### src/hw/nvmem_host_pkg.sv
package nvmem_host_pkg;

  // ****************************************
  // widths of the memory port and the counters
  // ****************************************
  localparam int ADDR_W = 13;  // 8K byte locations
  localparam int DATA_W = 8;   // byte lines
  localparam int CNT_W = 8;    // phase and cycle counters
  localparam int PWR_W = 24;   // power-up wait counter

  // ****************************************
  // clock and timing figures
  // ****************************************
  localparam int CLK_PERIOD_NS = 4;  // 250 MHz system clock

  // lower supply range (2.7 V to 3.0 V), figures in ns
  localparam int SELECT_LOW_MIN_LO_NS = 80;
  localparam int READ_CYCLE_MIN_LO_NS = 145;
  localparam int PRECHARGE_MIN_LO_NS = 65;
  localparam int STROBE_WIDTH_MIN_LO_NS = 50;
  localparam int DATA_SETUP_MIN_LO_NS = 40;
  // upper supply range (3.0 V to 5.5 V), figures in ns
  localparam int SELECT_LOW_MIN_HI_NS = 70;
  localparam int READ_CYCLE_MIN_HI_NS = 130;
  localparam int PRECHARGE_MIN_HI_NS = 60;
  localparam int STROBE_WIDTH_MIN_HI_NS = 40;
  localparam int DATA_SETUP_MIN_HI_NS = 30;
  // power-up wait before the first access, in ms
  localparam int POWERUP_WAIT_MIN_MS = 10;

  // least times round up to whole cycles
  localparam int SELECT_LOW_LO_CYC = (SELECT_LOW_MIN_LO_NS + CLK_PERIOD_NS - 1) / CLK_PERIOD_NS;
  localparam int SELECT_LOW_HI_CYC = (SELECT_LOW_MIN_HI_NS + CLK_PERIOD_NS - 1) / CLK_PERIOD_NS;
  localparam int CYCLE_LO_CYC = (READ_CYCLE_MIN_LO_NS + CLK_PERIOD_NS - 1) / CLK_PERIOD_NS;
  localparam int CYCLE_HI_CYC = (READ_CYCLE_MIN_HI_NS + CLK_PERIOD_NS - 1) / CLK_PERIOD_NS;
  localparam int PRECHARGE_LO_CYC = (PRECHARGE_MIN_LO_NS + CLK_PERIOD_NS - 1) / CLK_PERIOD_NS;
  localparam int PRECHARGE_HI_CYC = (PRECHARGE_MIN_HI_NS + CLK_PERIOD_NS - 1) / CLK_PERIOD_NS;
  localparam int STROBE_LO_CYC = (STROBE_WIDTH_MIN_LO_NS + CLK_PERIOD_NS - 1) / CLK_PERIOD_NS;
  localparam int STROBE_HI_CYC = (STROBE_WIDTH_MIN_HI_NS + CLK_PERIOD_NS - 1) / CLK_PERIOD_NS;
  localparam int SETUP_LO_CYC = (DATA_SETUP_MIN_LO_NS + CLK_PERIOD_NS - 1) / CLK_PERIOD_NS;
  localparam int SETUP_HI_CYC = (DATA_SETUP_MIN_HI_NS + CLK_PERIOD_NS - 1) / CLK_PERIOD_NS;
  localparam int POWERUP_CYC = (POWERUP_WAIT_MIN_MS * 1000000) / CLK_PERIOD_NS;
  // extra select-low cycles on a read to cover the two-flop data synchroniser
  localparam int READ_SYNC_CYC = 3;

  // ****************************************
  // controller states, one-hot
  // ****************************************
  typedef enum logic [6:0] {
    ST_POWERUP   = 7'h01,
    ST_IDLE      = 7'h02,
    ST_SETUP     = 7'h04,
    ST_ACTIVE    = 7'h08,
    ST_END       = 7'h10,
    ST_PRECHARGE = 7'h20,
    ST_SPARE     = 7'h40
  } state_e;

  // ****************************************
  // carriers
  // ****************************************
  typedef struct packed {
    logic write;                 // 1 write, 0 read
    logic select_ctl;            // write style: 1 select controlled, 0 strobe controlled
    logic low_supply;            // 1 lower supply range timing
    logic [ADDR_W-1:0] addr;
    logic [DATA_W-1:0] wdata;
  } req_s;

  typedef struct packed {
    logic ce_n;                  // chip select, active low
    logic we_n;                  // write strobe, active low
    logic oe_n;                  // output drive enable, active low
    logic [ADDR_W-1:0] addr;
    logic [DATA_W-1:0] dq;       // byte lines, host drive value
    logic dq_oe;                 // high while host drives byte lines
  } mem_pins_s;

endpackage

### src/hw/nvmem_host.sv
// Notes on behaviour
// RULE1: memory latches address on select falling edge
// RULE2: two write styles chosen by strobe order
// RULE3: output enable gates only the data drivers
// RULE4: read data valid by access time
// RULE5: select held low its least time
// RULE6: data appears shortly after output enable
// RULE7: byte lines float after select or enable rise
// RULE8: strobe held low its least width
// RULE9: write data set up before write end
// RULE10: select low long enough before strobe rises
// RULE11: memory floats byte lines during write strobe
// RULE12: wait after power-up before first access
// RULE13: power may drop right after last write
// RULE14: whole cycle and precharge least lengths
// RULE15: address stable from select fall, held after
`timescale 1ns/10ps
module nvmem_host #(
  parameter int POWERUP_CYC = nvmem_host_pkg::POWERUP_CYC
) (
  input wire logic sys_clk_i,
  input wire logic resetn_i,
  input wire logic req_valid_i,
  input wire nvmem_host_pkg::req_s req_i,
  output nvmem_host_pkg::mem_pins_s mem_o,
  input wire logic [nvmem_host_pkg::DATA_W-1:0] mem_dq_i,
  output logic ready_o,
  output logic rvalid_o,
  output logic [nvmem_host_pkg::DATA_W-1:0] rdata_o,
  output logic done_o
);

  // ****************************************
  // timing selection
  // ****************************************
  // pick one of two cycle counts by supply range
  function automatic logic [nvmem_host_pkg::CNT_W-1:0] pick(input logic lo, input int a,
                                                            input int b);
    pick = lo ? nvmem_host_pkg::CNT_W'(a) : nvmem_host_pkg::CNT_W'(b);
  endfunction

  nvmem_host_pkg::state_e state_r, state_nxt;  // controller state
  nvmem_host_pkg::req_s req_r, req_nxt;        // request held for the whole cycle
  nvmem_host_pkg::mem_pins_s mem_r, mem_nxt;   // pin drive
  logic [nvmem_host_pkg::CNT_W-1:0] cnt_r, cnt_nxt;  // cycles in current phase
  logic [nvmem_host_pkg::CNT_W-1:0] cyc_r, cyc_nxt;  // cycles since select fell
  logic ready_r, ready_nxt;
  logic rvalid_r, rvalid_nxt;
  logic done_r, done_nxt;
  logic [nvmem_host_pkg::DATA_W-1:0] rdata_r, rdata_nxt;
  logic [nvmem_host_pkg::PWR_W-1:0] pwr_r, pwr_nxt;  // power-up wait counter
  logic pwr_ok_r, pwr_ok_nxt;
  logic [nvmem_host_pkg::DATA_W-1:0] dq_s1_r, dq_s2_r;  // byte line synchroniser
  logic [nvmem_host_pkg::CNT_W-1:0] sel_low, cyc_min, pc_min, act_len;

  // counts for the latched supply range
  assign sel_low = pick(req_r.low_supply, nvmem_host_pkg::SELECT_LOW_LO_CYC,
                        nvmem_host_pkg::SELECT_LOW_HI_CYC);
  // precharge and cycle always use the longer range: the range of the next request is
  // not known yet, and a short precharge would break a lower-range access that follows
  assign cyc_min = nvmem_host_pkg::CNT_W'(nvmem_host_pkg::CYCLE_LO_CYC);
  assign pc_min = nvmem_host_pkg::CNT_W'(nvmem_host_pkg::PRECHARGE_LO_CYC);
  // reads stay selected longer so the synchronised byte is settled
  assign act_len = req_r.write ? sel_low
                 : sel_low + nvmem_host_pkg::CNT_W'(nvmem_host_pkg::READ_SYNC_CYC);

  // ****************************************
  // byte line synchroniser
  // ****************************************
  // the pins are asynchronous to sys_clk_i; only the second stage is read
  always_ff @(posedge sys_clk_i) begin
    dq_s1_r <= mem_dq_i;
    dq_s2_r <= dq_s1_r;
  end

  // ****************************************
  // power-up wait
  // ****************************************
  // counts from reset release; no access until it ends
  always_comb begin
    pwr_nxt = pwr_r;
    pwr_ok_nxt = pwr_ok_r;
    if (!pwr_ok_r) begin
      if (pwr_r >= nvmem_host_pkg::PWR_W'(POWERUP_CYC - 1)) begin
        pwr_ok_nxt = 1'b1;
      end else begin
        pwr_nxt = pwr_r + 1'b1;
      end
    end
  end

  always_ff @(posedge sys_clk_i) begin
    if (!resetn_i) begin
      pwr_r <= '0;
      pwr_ok_r <= 1'b0;
    end else begin
      pwr_r <= pwr_nxt;
      pwr_ok_r <= pwr_ok_nxt;
    end
  end

  // ****************************************
  // access sequencer
  // ****************************************
  // one access at a time; address and write data stay put the whole cycle
  always_comb begin
    state_nxt = state_r;
    req_nxt = req_r;
    mem_nxt = mem_r;
    cnt_nxt = cnt_r + 1'b1;
    cyc_nxt = cyc_r + 1'b1;
    ready_nxt = 1'b0;
    rvalid_nxt = 1'b0;
    done_nxt = 1'b0;
    rdata_nxt = rdata_r;
    case (state_r)
      // RULE12: hold off accesses
      nvmem_host_pkg::ST_POWERUP: begin
        if (pwr_ok_r) begin
          state_nxt = nvmem_host_pkg::ST_IDLE;
          ready_nxt = 1'b1;
        end
      end
      nvmem_host_pkg::ST_IDLE: begin
        ready_nxt = 1'b1;
        if (req_valid_i && ready_r) begin
          ready_nxt = 1'b0;
          req_nxt = req_i;
          // RULE15: address set on the edge select falls, one cycle earlier on select-controlled writes
          mem_nxt.addr = req_i.addr;
          mem_nxt.dq = req_i.wdata;
          mem_nxt.dq_oe = req_i.write;
          cnt_nxt = '0;
          cyc_nxt = '0;
          if (req_i.write && req_i.select_ctl) begin
            // RULE2: strobe low first, select falls next
            mem_nxt.we_n = 1'b0;
            state_nxt = nvmem_host_pkg::ST_SETUP;
          end else begin
            // RULE3: enable only on reads; writes keep device drivers off
            mem_nxt.ce_n = 1'b0;
            mem_nxt.oe_n = req_i.write;
            state_nxt = nvmem_host_pkg::ST_ACTIVE;
          end
        end
      end
      // select-controlled write: strobe already low
      nvmem_host_pkg::ST_SETUP: begin
        mem_nxt.ce_n = 1'b0;
        cnt_nxt = '0;
        cyc_nxt = '0;
        state_nxt = nvmem_host_pkg::ST_ACTIVE;
      end
      nvmem_host_pkg::ST_ACTIVE: begin
        // RULE2: strobe-controlled write drops strobe after select
        if (req_r.write && !req_r.select_ctl && cnt_r == '0) begin
          mem_nxt.we_n = 1'b0;
        end
        // RULE5: select low for its least time
        if (cnt_r >= act_len - 1'b1) begin
          if (req_r.write && !req_r.select_ctl) begin
            // RULE10: select already low its least time
            // RULE8: strobe rises, select stays low one more cycle
            mem_nxt.we_n = 1'b1;
          end else begin
            mem_nxt.ce_n = 1'b1;
            mem_nxt.oe_n = 1'b1;
          end
          if (!req_r.write) begin
            // RULE4: byte sampled after access time plus sync
            rdata_nxt = dq_s2_r;
            rvalid_nxt = 1'b1;
          end
          state_nxt = req_r.write ? nvmem_host_pkg::ST_END : nvmem_host_pkg::ST_PRECHARGE;
          cnt_nxt = '0;
        end
      end
      // release the second strobe; write data held to here
      nvmem_host_pkg::ST_END: begin
        mem_nxt.ce_n = 1'b1;
        mem_nxt.we_n = 1'b1;
        cnt_nxt = '0;
        state_nxt = nvmem_host_pkg::ST_PRECHARGE;
      end
      nvmem_host_pkg::ST_PRECHARGE: begin
        // RULE9: data removed only after both strobes are high
        mem_nxt.dq_oe = 1'b0;
        if (cnt_r == '0 && req_r.write) begin
          // RULE13: write complete once strobe is high
          done_nxt = 1'b1;
        end
        // RULE14: precharge and full cycle both met
        if (cnt_r >= pc_min - 1'b1 && cyc_r >= cyc_min - 1'b1) begin
          state_nxt = nvmem_host_pkg::ST_IDLE;
          ready_nxt = 1'b1;
        end
      end
      default: begin
        state_nxt = nvmem_host_pkg::ST_IDLE;
      end
    endcase
  end

  // registers of the sequencer
  always_ff @(posedge sys_clk_i) begin
    if (!resetn_i) begin
      state_r <= nvmem_host_pkg::ST_POWERUP;
      req_r <= '0;
      mem_r <= '{ce_n: 1'b1, we_n: 1'b1, oe_n: 1'b1, addr: '0, dq: '0, dq_oe: 1'b0};
      cnt_r <= '0;
      cyc_r <= '0;
      ready_r <= 1'b0;
      rvalid_r <= 1'b0;
      done_r <= 1'b0;
      rdata_r <= '0;
    end else begin
      state_r <= state_nxt;
      req_r <= req_nxt;
      mem_r <= mem_nxt;
      cnt_r <= cnt_nxt;
      cyc_r <= cyc_nxt;
      ready_r <= ready_nxt;
      rvalid_r <= rvalid_nxt;
      done_r <= done_nxt;
      rdata_r <= rdata_nxt;
    end
  end

  assign mem_o = mem_r;
  assign ready_o = ready_r;
  assign rvalid_o = rvalid_r;
  assign rdata_o = rdata_r;
  assign done_o = done_r;

  // ****************************************
  // checks
  // ****************************************
  logic [nvmem_host_pkg::CNT_W-1:0] ce_lo_q, ce_hi_q, we_lo_q, dq_on_q;  // helper run lengths
  logic wr_both_low;  // both strobes low: a write is under way
  assign wr_both_low = !mem_r.we_n && !mem_r.ce_n;
  always_ff @(posedge sys_clk_i) begin
    if (!resetn_i) begin
      ce_lo_q <= '0;
      ce_hi_q <= '0;
      we_lo_q <= '0;
      dq_on_q <= '0;
    end else begin
      ce_lo_q <= mem_r.ce_n ? '0 : ce_lo_q + 1'b1;
      ce_hi_q <= !mem_r.ce_n ? '0 : (&ce_hi_q ? ce_hi_q : ce_hi_q + 1'b1);
      we_lo_q <= mem_r.we_n ? '0 : we_lo_q + 1'b1;
      dq_on_q <= mem_r.dq_oe ? dq_on_q + 1'b1 : '0;
    end
  end
endmodule

### config.mk
export PLATFORM = sky130hd
export DESIGN_NAME = nvmem_host
export DESIGN_NICKNAME = d
export VERILOG_FILES = /design/src/hw/nvmem_host_pkg.sv /design/src/hw/nvmem_host.sv
export SDC_FILE = /design/constraint.sdc
export NUM_CORES = 1
export LEC_CHECK = 0
export BUFFER_PORTS_ARGS = -buffer_cell sky130_fd_sc_hd__buf_2
export CORE_AREA = 4 4 124 126
export DETAILED_ROUTE_END_ITERATION = 7
export DIE_AREA = 0 0 128 130
export SLEW_MARGIN = 20
export SYNTH_ARGS = -nofsm -noshare
export SYNTH_HDL_FRONTEND = slang
export SYNTH_SLANG_ARGS = --single-unit
export TNS_END_PERCENT = 1
### constraint.sdc
create_clock -name sys_clk_i -period 2.6 [get_ports sys_clk_i]
set_input_delay 0.13 -clock sys_clk_i [delete_from_list [all_inputs] [get_ports sys_clk_i]]
set_output_delay 0.13 -clock sys_clk_i [all_outputs]
set_load 0.01 [all_outputs]
==> impl_metrics.tcl, run 1 <==
set metrics [dict create \
    status "finished clean" \
    multi_input_area_um2 2060 \
    antenna_left 0 \
    synth_warnings 0 \
    rsz0062_at_grt "no" \
    cts_sinks 102 \
    clockBufferDepth 2 \
    routabilityCongestion 0.794 \
    cts_root_buffer "clkbuf_16" \
    postPlaceCellArea_um2 4810 \
    htreeDepth 3 \
    drc 0 \
    antenna_found_initial 0 \
    grt-ovfl-total 0 \
    nNetsFinal 606 \
    worst_slack_ps 141 \
    core_um2 14300 \
    vdd_drop_max_uv 413 \
    critPathCaptureType "flop" \
    yosysSeqAreaShare 0.481 \
    hold_viol_final 0 \
    start_kind "flop" \
    required_ps 2840 \
    boundaryPins 71 \
    syn-cell-area_um2 4250 \
    place_ws_ps 16.7 \
    post_drt_wl_per_cell_um 12.6 \
    yosys-mux-area-fraction 0.0286 \
    setup-violations-final 0 \
    skew_ps 8.63 \
    grt_pass1_wl_um 15900 \
    finalWirelength_um 9430 \
    critPathArrivalTime_ps 2690 \
    critPathKind "reg -> reg" \
    cts_tree "done" \
    synth_nets 526 \
    drv_slew 0 \
    num_antenna_cells 0 \
    seqCellArea_um2 2040 \
    slew_headroom 0.612 \
    ys_types 54 \
    finalCritPeriodShare 0.946 \
    synth_edf_count 0 \
    synth-seq-cells 102 \
    p_leak_nw 2.04 \
    n_fill_cell 1455 \
    finish.utilization 0.367 \
    min_period_ps 2460 \
    numPortBuffers 70 \
    critPathMaxFanout 3 \
    drtPass1Iterations 4 \
    async_flop_share 0 \
    tightest_slew_ps 567 \
    fin_tns_setup_ps 0 \
    power_density_nw_per_um2 615 \
    syn_area_per_cell_um2 8.89 \
    grtUsageTotal 0.117 \
    grt_pass1_vias 3470 \
    grt_max_degree 27 \
    vias 3568 \
    cts_made_buffers 9 \
    ys.flop_type "dfxtp_1" \
    drtIter0Drc 144 \
    final_cell_mix "dfxtp_1 (102), nand2_1 (86), buf_2 (70), a21oi_1 (39), nor2_1 (26)" \
    clkTransAtPathRegs_ps 70 \
    syn_to_final_growth_pct 23.6 \
    synth-compound-area-share 0.135 \
    yosys.area_share.simple 0.248 \
    dp.final_hpwl_um 6870 \
    fp.dieW_um 128 \
    maxCapViolations 0 \
    yosys.area_share.xor_xnor 0.0351 \
    fmax_mhz 407 \
    worstHoldPathType "in -> reg" \
    design_area_um2 5250 \
    start_util 0.297 \
    row_count 44 \
    synth_fa_ha_area_frac 0.0383 \
    synth_top_family_by_area "simple AND/OR/NAND/NOR gates" \
    syn_inst 478 \
    die_area_um2 16600 \
    routed_via_density 4.78 \
    final_common_cell "dfxtp_1" \
    drive_above_1_share 0.185 \
    insertion_delay_ps 350 \
    die_h_um 130 \
]
-- path summary, 6_finish.rpt --
kind | from | to | slack, ps | depth (start not counted)
min | req_i[20] | mem_o[21]$_SDFFE_PN0P_ | 20 | 3
max reg2reg | req_r[21]$_SDFFE_PN0P_ | mem_o[22]$_SDFFE_PN1P_ | 140 | 9
max | req_r[21]$_SDFFE_PN0P_ | mem_o[22]$_SDFFE_PN1P_ | 140 | 9
min reg2reg | dq_s1_r[3]$_DFF_P_ | dq_s2_r[3]$_DFF_P_ | 330 | 0
-- state kept, by name (all words and copies together) (netlist names), 3 cells and up --
name	cells
dq_s1_r	8
pwr_r	24
dq_s2_r	8
cnt_r	8
req_r	3
rdata_o	8
mem_o	25
state_r	6
cyc_r	8
-- power by group --
part | switching [mW] | leakage (nW) | internal [mW] | total, mW
logic | 0.0704 | 1.05 | 0.0644 | 0.135
clock network | 0.613 | 0.165 | 0.867 | 1.48
registers | 0.0233 | 0.830 | 1.59 | 1.61
-- synthesized netlist by cell type, drive strengths merged, types with 10 or more instances --
| master | instances | area share |
|---|---|---|
| a21oi | 40 | 0.048 |
| nand4 | 10 | 0.015 |
| clkbuf | 15 | 0.013 |
| nor3 | 11 | 0.014 |
| nor2 | 26 | 0.023 |
| dfxtp | 102 | 0.48 |
| mux2i | 11 | 0.026 |
| ha | 13 | 0.038 |
| nand3 | 19 | 0.022 |
| xor2 | 11 | 0.023 |
| nand2b | 10 | 0.016 |
| nand2 | 87 | 0.077 |
| inv | 15 | 0.013 |
| o21ai | 19 | 0.023 |
| or3 | 10 | 0.015 |
-- layer usage --
layer  track usage  part of all wire  vias to the layer above
met1         0.142              0.46                     1643
met4        0.0406             0.015                        0
met3        0.0393             0.058                       11
met5             0                 0                        -
li1              -                 -                     1843
met2         0.195              0.47                       71
-- per-stage QoR --
step	total power [mW]	cells	hold WS (ps)
floorplan	1.72	478	158
global placement	1.77	721	232
detailed placement	1.77	721	234
CTS	3.29	747	5.00
global route	3.37	747	14.4
finish	3.23	747	20.3
-- repair_timing --
item	in CTS	in global routing
setup endpoints to repair	4	0
hold endpoints to repair	10	0
gates resized for setup	1	0
buffers inserted	0	0
hold buffers	10	0
-- critical path: stages (launching register included) --
cell and delay (ps):
dfxtp_1 370, inv_1 100, ha_1 240, inv_1 70, o211ai_1 80, ha_1 200
a2111oi_0 530, o2111a_1 370, a2111oi_4 60, mux2_1 320
-- cells by family after synthesis --
group	after synthesis
xor gates and xnor gates	17
and+or+nand+nor	209
adders and majority gates	13
buffers and inverters	36
muxes	12
AOI/OAI and AO/OA	89
DFF	102
-- area by class of cell --
class | instances | area share
clock buffer | 9 | 0.0429
clock inverter | 7 | 0.0207
inverter | 15 | 0.0107
multi-input combinational | 340 | 0.393
sequential | 102 | 0.389
tap | 184 | 0.0438
timing repair buffer | 90 | 0.100
Note: power is estimated with default switching activity, not from simulation.
==> inputs of run 2 (changes only) <==
--- a/config.mk
+++ b/config.mk
@@ -9,6 +9,7 @@
 export CORE_AREA = 4 4 124 126
 export DETAILED_ROUTE_END_ITERATION = 7
 export DIE_AREA = 0 0 128 130
+export PLACE_DENSITY_LB_ADDON = 0.12
 export SLEW_MARGIN = 20
 export SYNTH_ARGS = -nofsm -noshare
 export SYNTH_HDL_FRONTEND = slang
==> run 2 against run 1 <==
Worst hold slack got worse by 6.2 ps. Total power fell by 3.0%. Sequential power barely moved. Final area is 1.2% higher. Clock skew increased by 6.1 ps. Sequential share of layout area down 0.45 points. Critical path depth up 1. Flip-flop and latch count stayed put. Setup slack gained 100 ps. Utilization is 0.43 points higher. Wire length grew 11%. Critical endpoint is now cnt_r[6]$_SDFF_PN0_.
==> impl_metrics.tcl, run 2 (same netlist as run 1, synthesis figures left out) <==
set metrics [dict create \
    status "finished clean" \
    fmax_mhz 425 \
    drtPass1Iterations 4 \
    die_h_um 130 \
    insertion_delay_ps 350 \
    nNetsFinal 615 \
    grt_pass1_vias 3555 \
    setup-violations-final 0 \
    design_area_um2 5310 \
    skew_ps 14.7 \
    drc 0 \
    min_period_ps 2360 \
    worstHoldPathType "in -> reg" \
    grt_pass1_wl_um 17400 \
    clkTransAtPathRegs_ps 80 \
    rsz0062_at_grt "no" \
    slew_headroom 0.574 \
    cts_sinks 102 \
    fin_tns_setup_ps 0 \
    routed_via_density 4.75 \
    drv_slew 0 \
    finish.utilization 0.371 \
    critPathCaptureType "flop" \
    grtUsageTotal 0.131 \
    n_fill_cell 1511 \
    drive_above_1_share 0.191 \
    maxCapViolations 0 \
    fp.dieW_um 128 \
    post-cts-setup-buffers 0 \
    cts_made_buffers 9 \
    finalPower_mw 3.13 \
    p_int_mw 2.35 \
    antenna_found_initial 0 \
    grt_max_degree 42 \
    critPathMaxFanout 8 \
    critPathArrivalTime_ps 2640 \
    fin_hold_ws_ps 14.2 \
    power_frac_clock 0.438 \
    vdd_drop_max_uv 411 \
    required_ps 2890 \
    sequentialPowerShare 0.515 \
    drtIter0Drc 124 \
    row_count 44 \
    grt-ovfl-total 0 \
    p_sw_frac 0.249 \
    syn_to_final_growth_pct 25.1 \
    start_kind "flop" \
    finalCritPeriodShare 0.906 \
    htreeDepth 3 \
    num_antenna_cells 0 \
    hold_viol_final 0 \
    boundaryPins 71 \
    critPathKind "reg -> reg" \
    p_leak_nw 2.07 \
    finalWirelength_um 10400 \
    tightest_slew_ps 635 \
    clockBufferDepth 2 \
    post_drt_wl_per_cell_um 13.8 \
    final_common_cell "dfxtp_1" \
    postPlaceCellArea_um2 4840 \
    numPortBuffers 70 \
    core_um2 14300 \
    p_sw_uw 780 \
    dp.final_hpwl_um 7420 \
    vias 3590 \
    start_util 0.297 \
    power_frac_comb 0.046 \
    cts_root_buffer "clkbuf_16" \
    routabilityCongestion 0.757 \
    final_cell_mix "dfxtp_1 (102), nand2_1 (86), buf_2 (70), a21oi_1 (39), nor2_1 (26)" \
    power_density_nw_per_um2 589 \
    die_area_um2 16600 \
    antenna_left 0 \
    cts_tree "done" \
    largest_reg_flops 25 \
]
-- run 2: changes by cell type in the layout (fill, tap and decap cells not counted), sizes merged --
cell | previous run | this run
inv | 20 | 18
bufinv | 2 | 0
dlygate4sd3 | 10 | 15
clkinv | 0 | 4
buf | 80 | 84
-- run 2: power by group through the flow --
stage          logic [mW]  registers [mW]  clock network, mW
2_1_floorplan      0.0770            1.64                  0
3_3_place_gp        0.127            1.65                  0
4_1_cts             0.146            1.61               1.43
3_5_place_dp        0.129            1.65                  0
6_report            0.145            1.61               1.37
5_1_grt             0.165            1.62               1.48
-- run 2: worst paths after layout --
path / from / endpoint / slack [ps] / cells after the start
worst min-delay path: req_i[19] / mem_o[20]$_SDFFE_PN0P_ / 10 / 3
worst min register to register: dq_s1_r[5]$_DFF_P_ / dq_s2_r[5]$_DFF_P_ / 330 / 0
worst max-delay path: req_r[21]$_SDFFE_PN0P_ / cnt_r[6]$_SDFF_PN0_ / 250 / 10
worst max register to register: req_r[21]$_SDFFE_PN0P_ / cnt_r[6]$_SDFF_PN0_ / 250 / 10
-- run 2: per-stage QoR --
stage	std cells	setup WS [ps]
after global routing	756	13.9
after global placement	725	178
after floorplan	478	278
after CTS	756	74.4
final	756	245
after detailed placement	725	98.9
-- run 2: metal layers --
metal | share of wire | up-vias | global-route usage | wire length, µm
li1 | - | 1861 | - | -
met1 | 0.47 | 1666 | 0.167 | 4870
met4 | 0.013 | 0 | 0.0424 | 138
met3 | 0.040 | 11 | 0.0397 | 419
met2 | 0.48 | 52 | 0.212 | 5020
met5 | 0 | - | 0 | 0
-- run 2: final cells by class --
class / count / area [µm²] / share of cell area
multi-input cells: 340 / 2070 / 0.389
clock buffers: 9 / 225 / 0.0424
inverters: 15 / 56.3 / 0.0106
clock inverters: 7 / 86.3 / 0.0163
repair buffers: 99 / 606 / 0.114
flip-flops and latches: 102 / 2040 / 0.384
well taps: 184 / 230 / 0.0433
-- run 2: worst max-delay path, stage by stage (launching register included) --
cell and delay, ps:
dfxtp_1 350, inv_1 80, ha_1 230, inv_1 70
o211ai_1 80, ha_1 200, a2111oi_1 480, o2111a_1 350
buf_4 170, o21ai_2 140, nor2_1 140
-- run 2: what timing repair did --
item,4_1_cts,5_1_grt
hold endpoints to repair,15,0
endpoints found under the setup margin,0,17
gates resized for setup,0,2
hold buffers,15,0
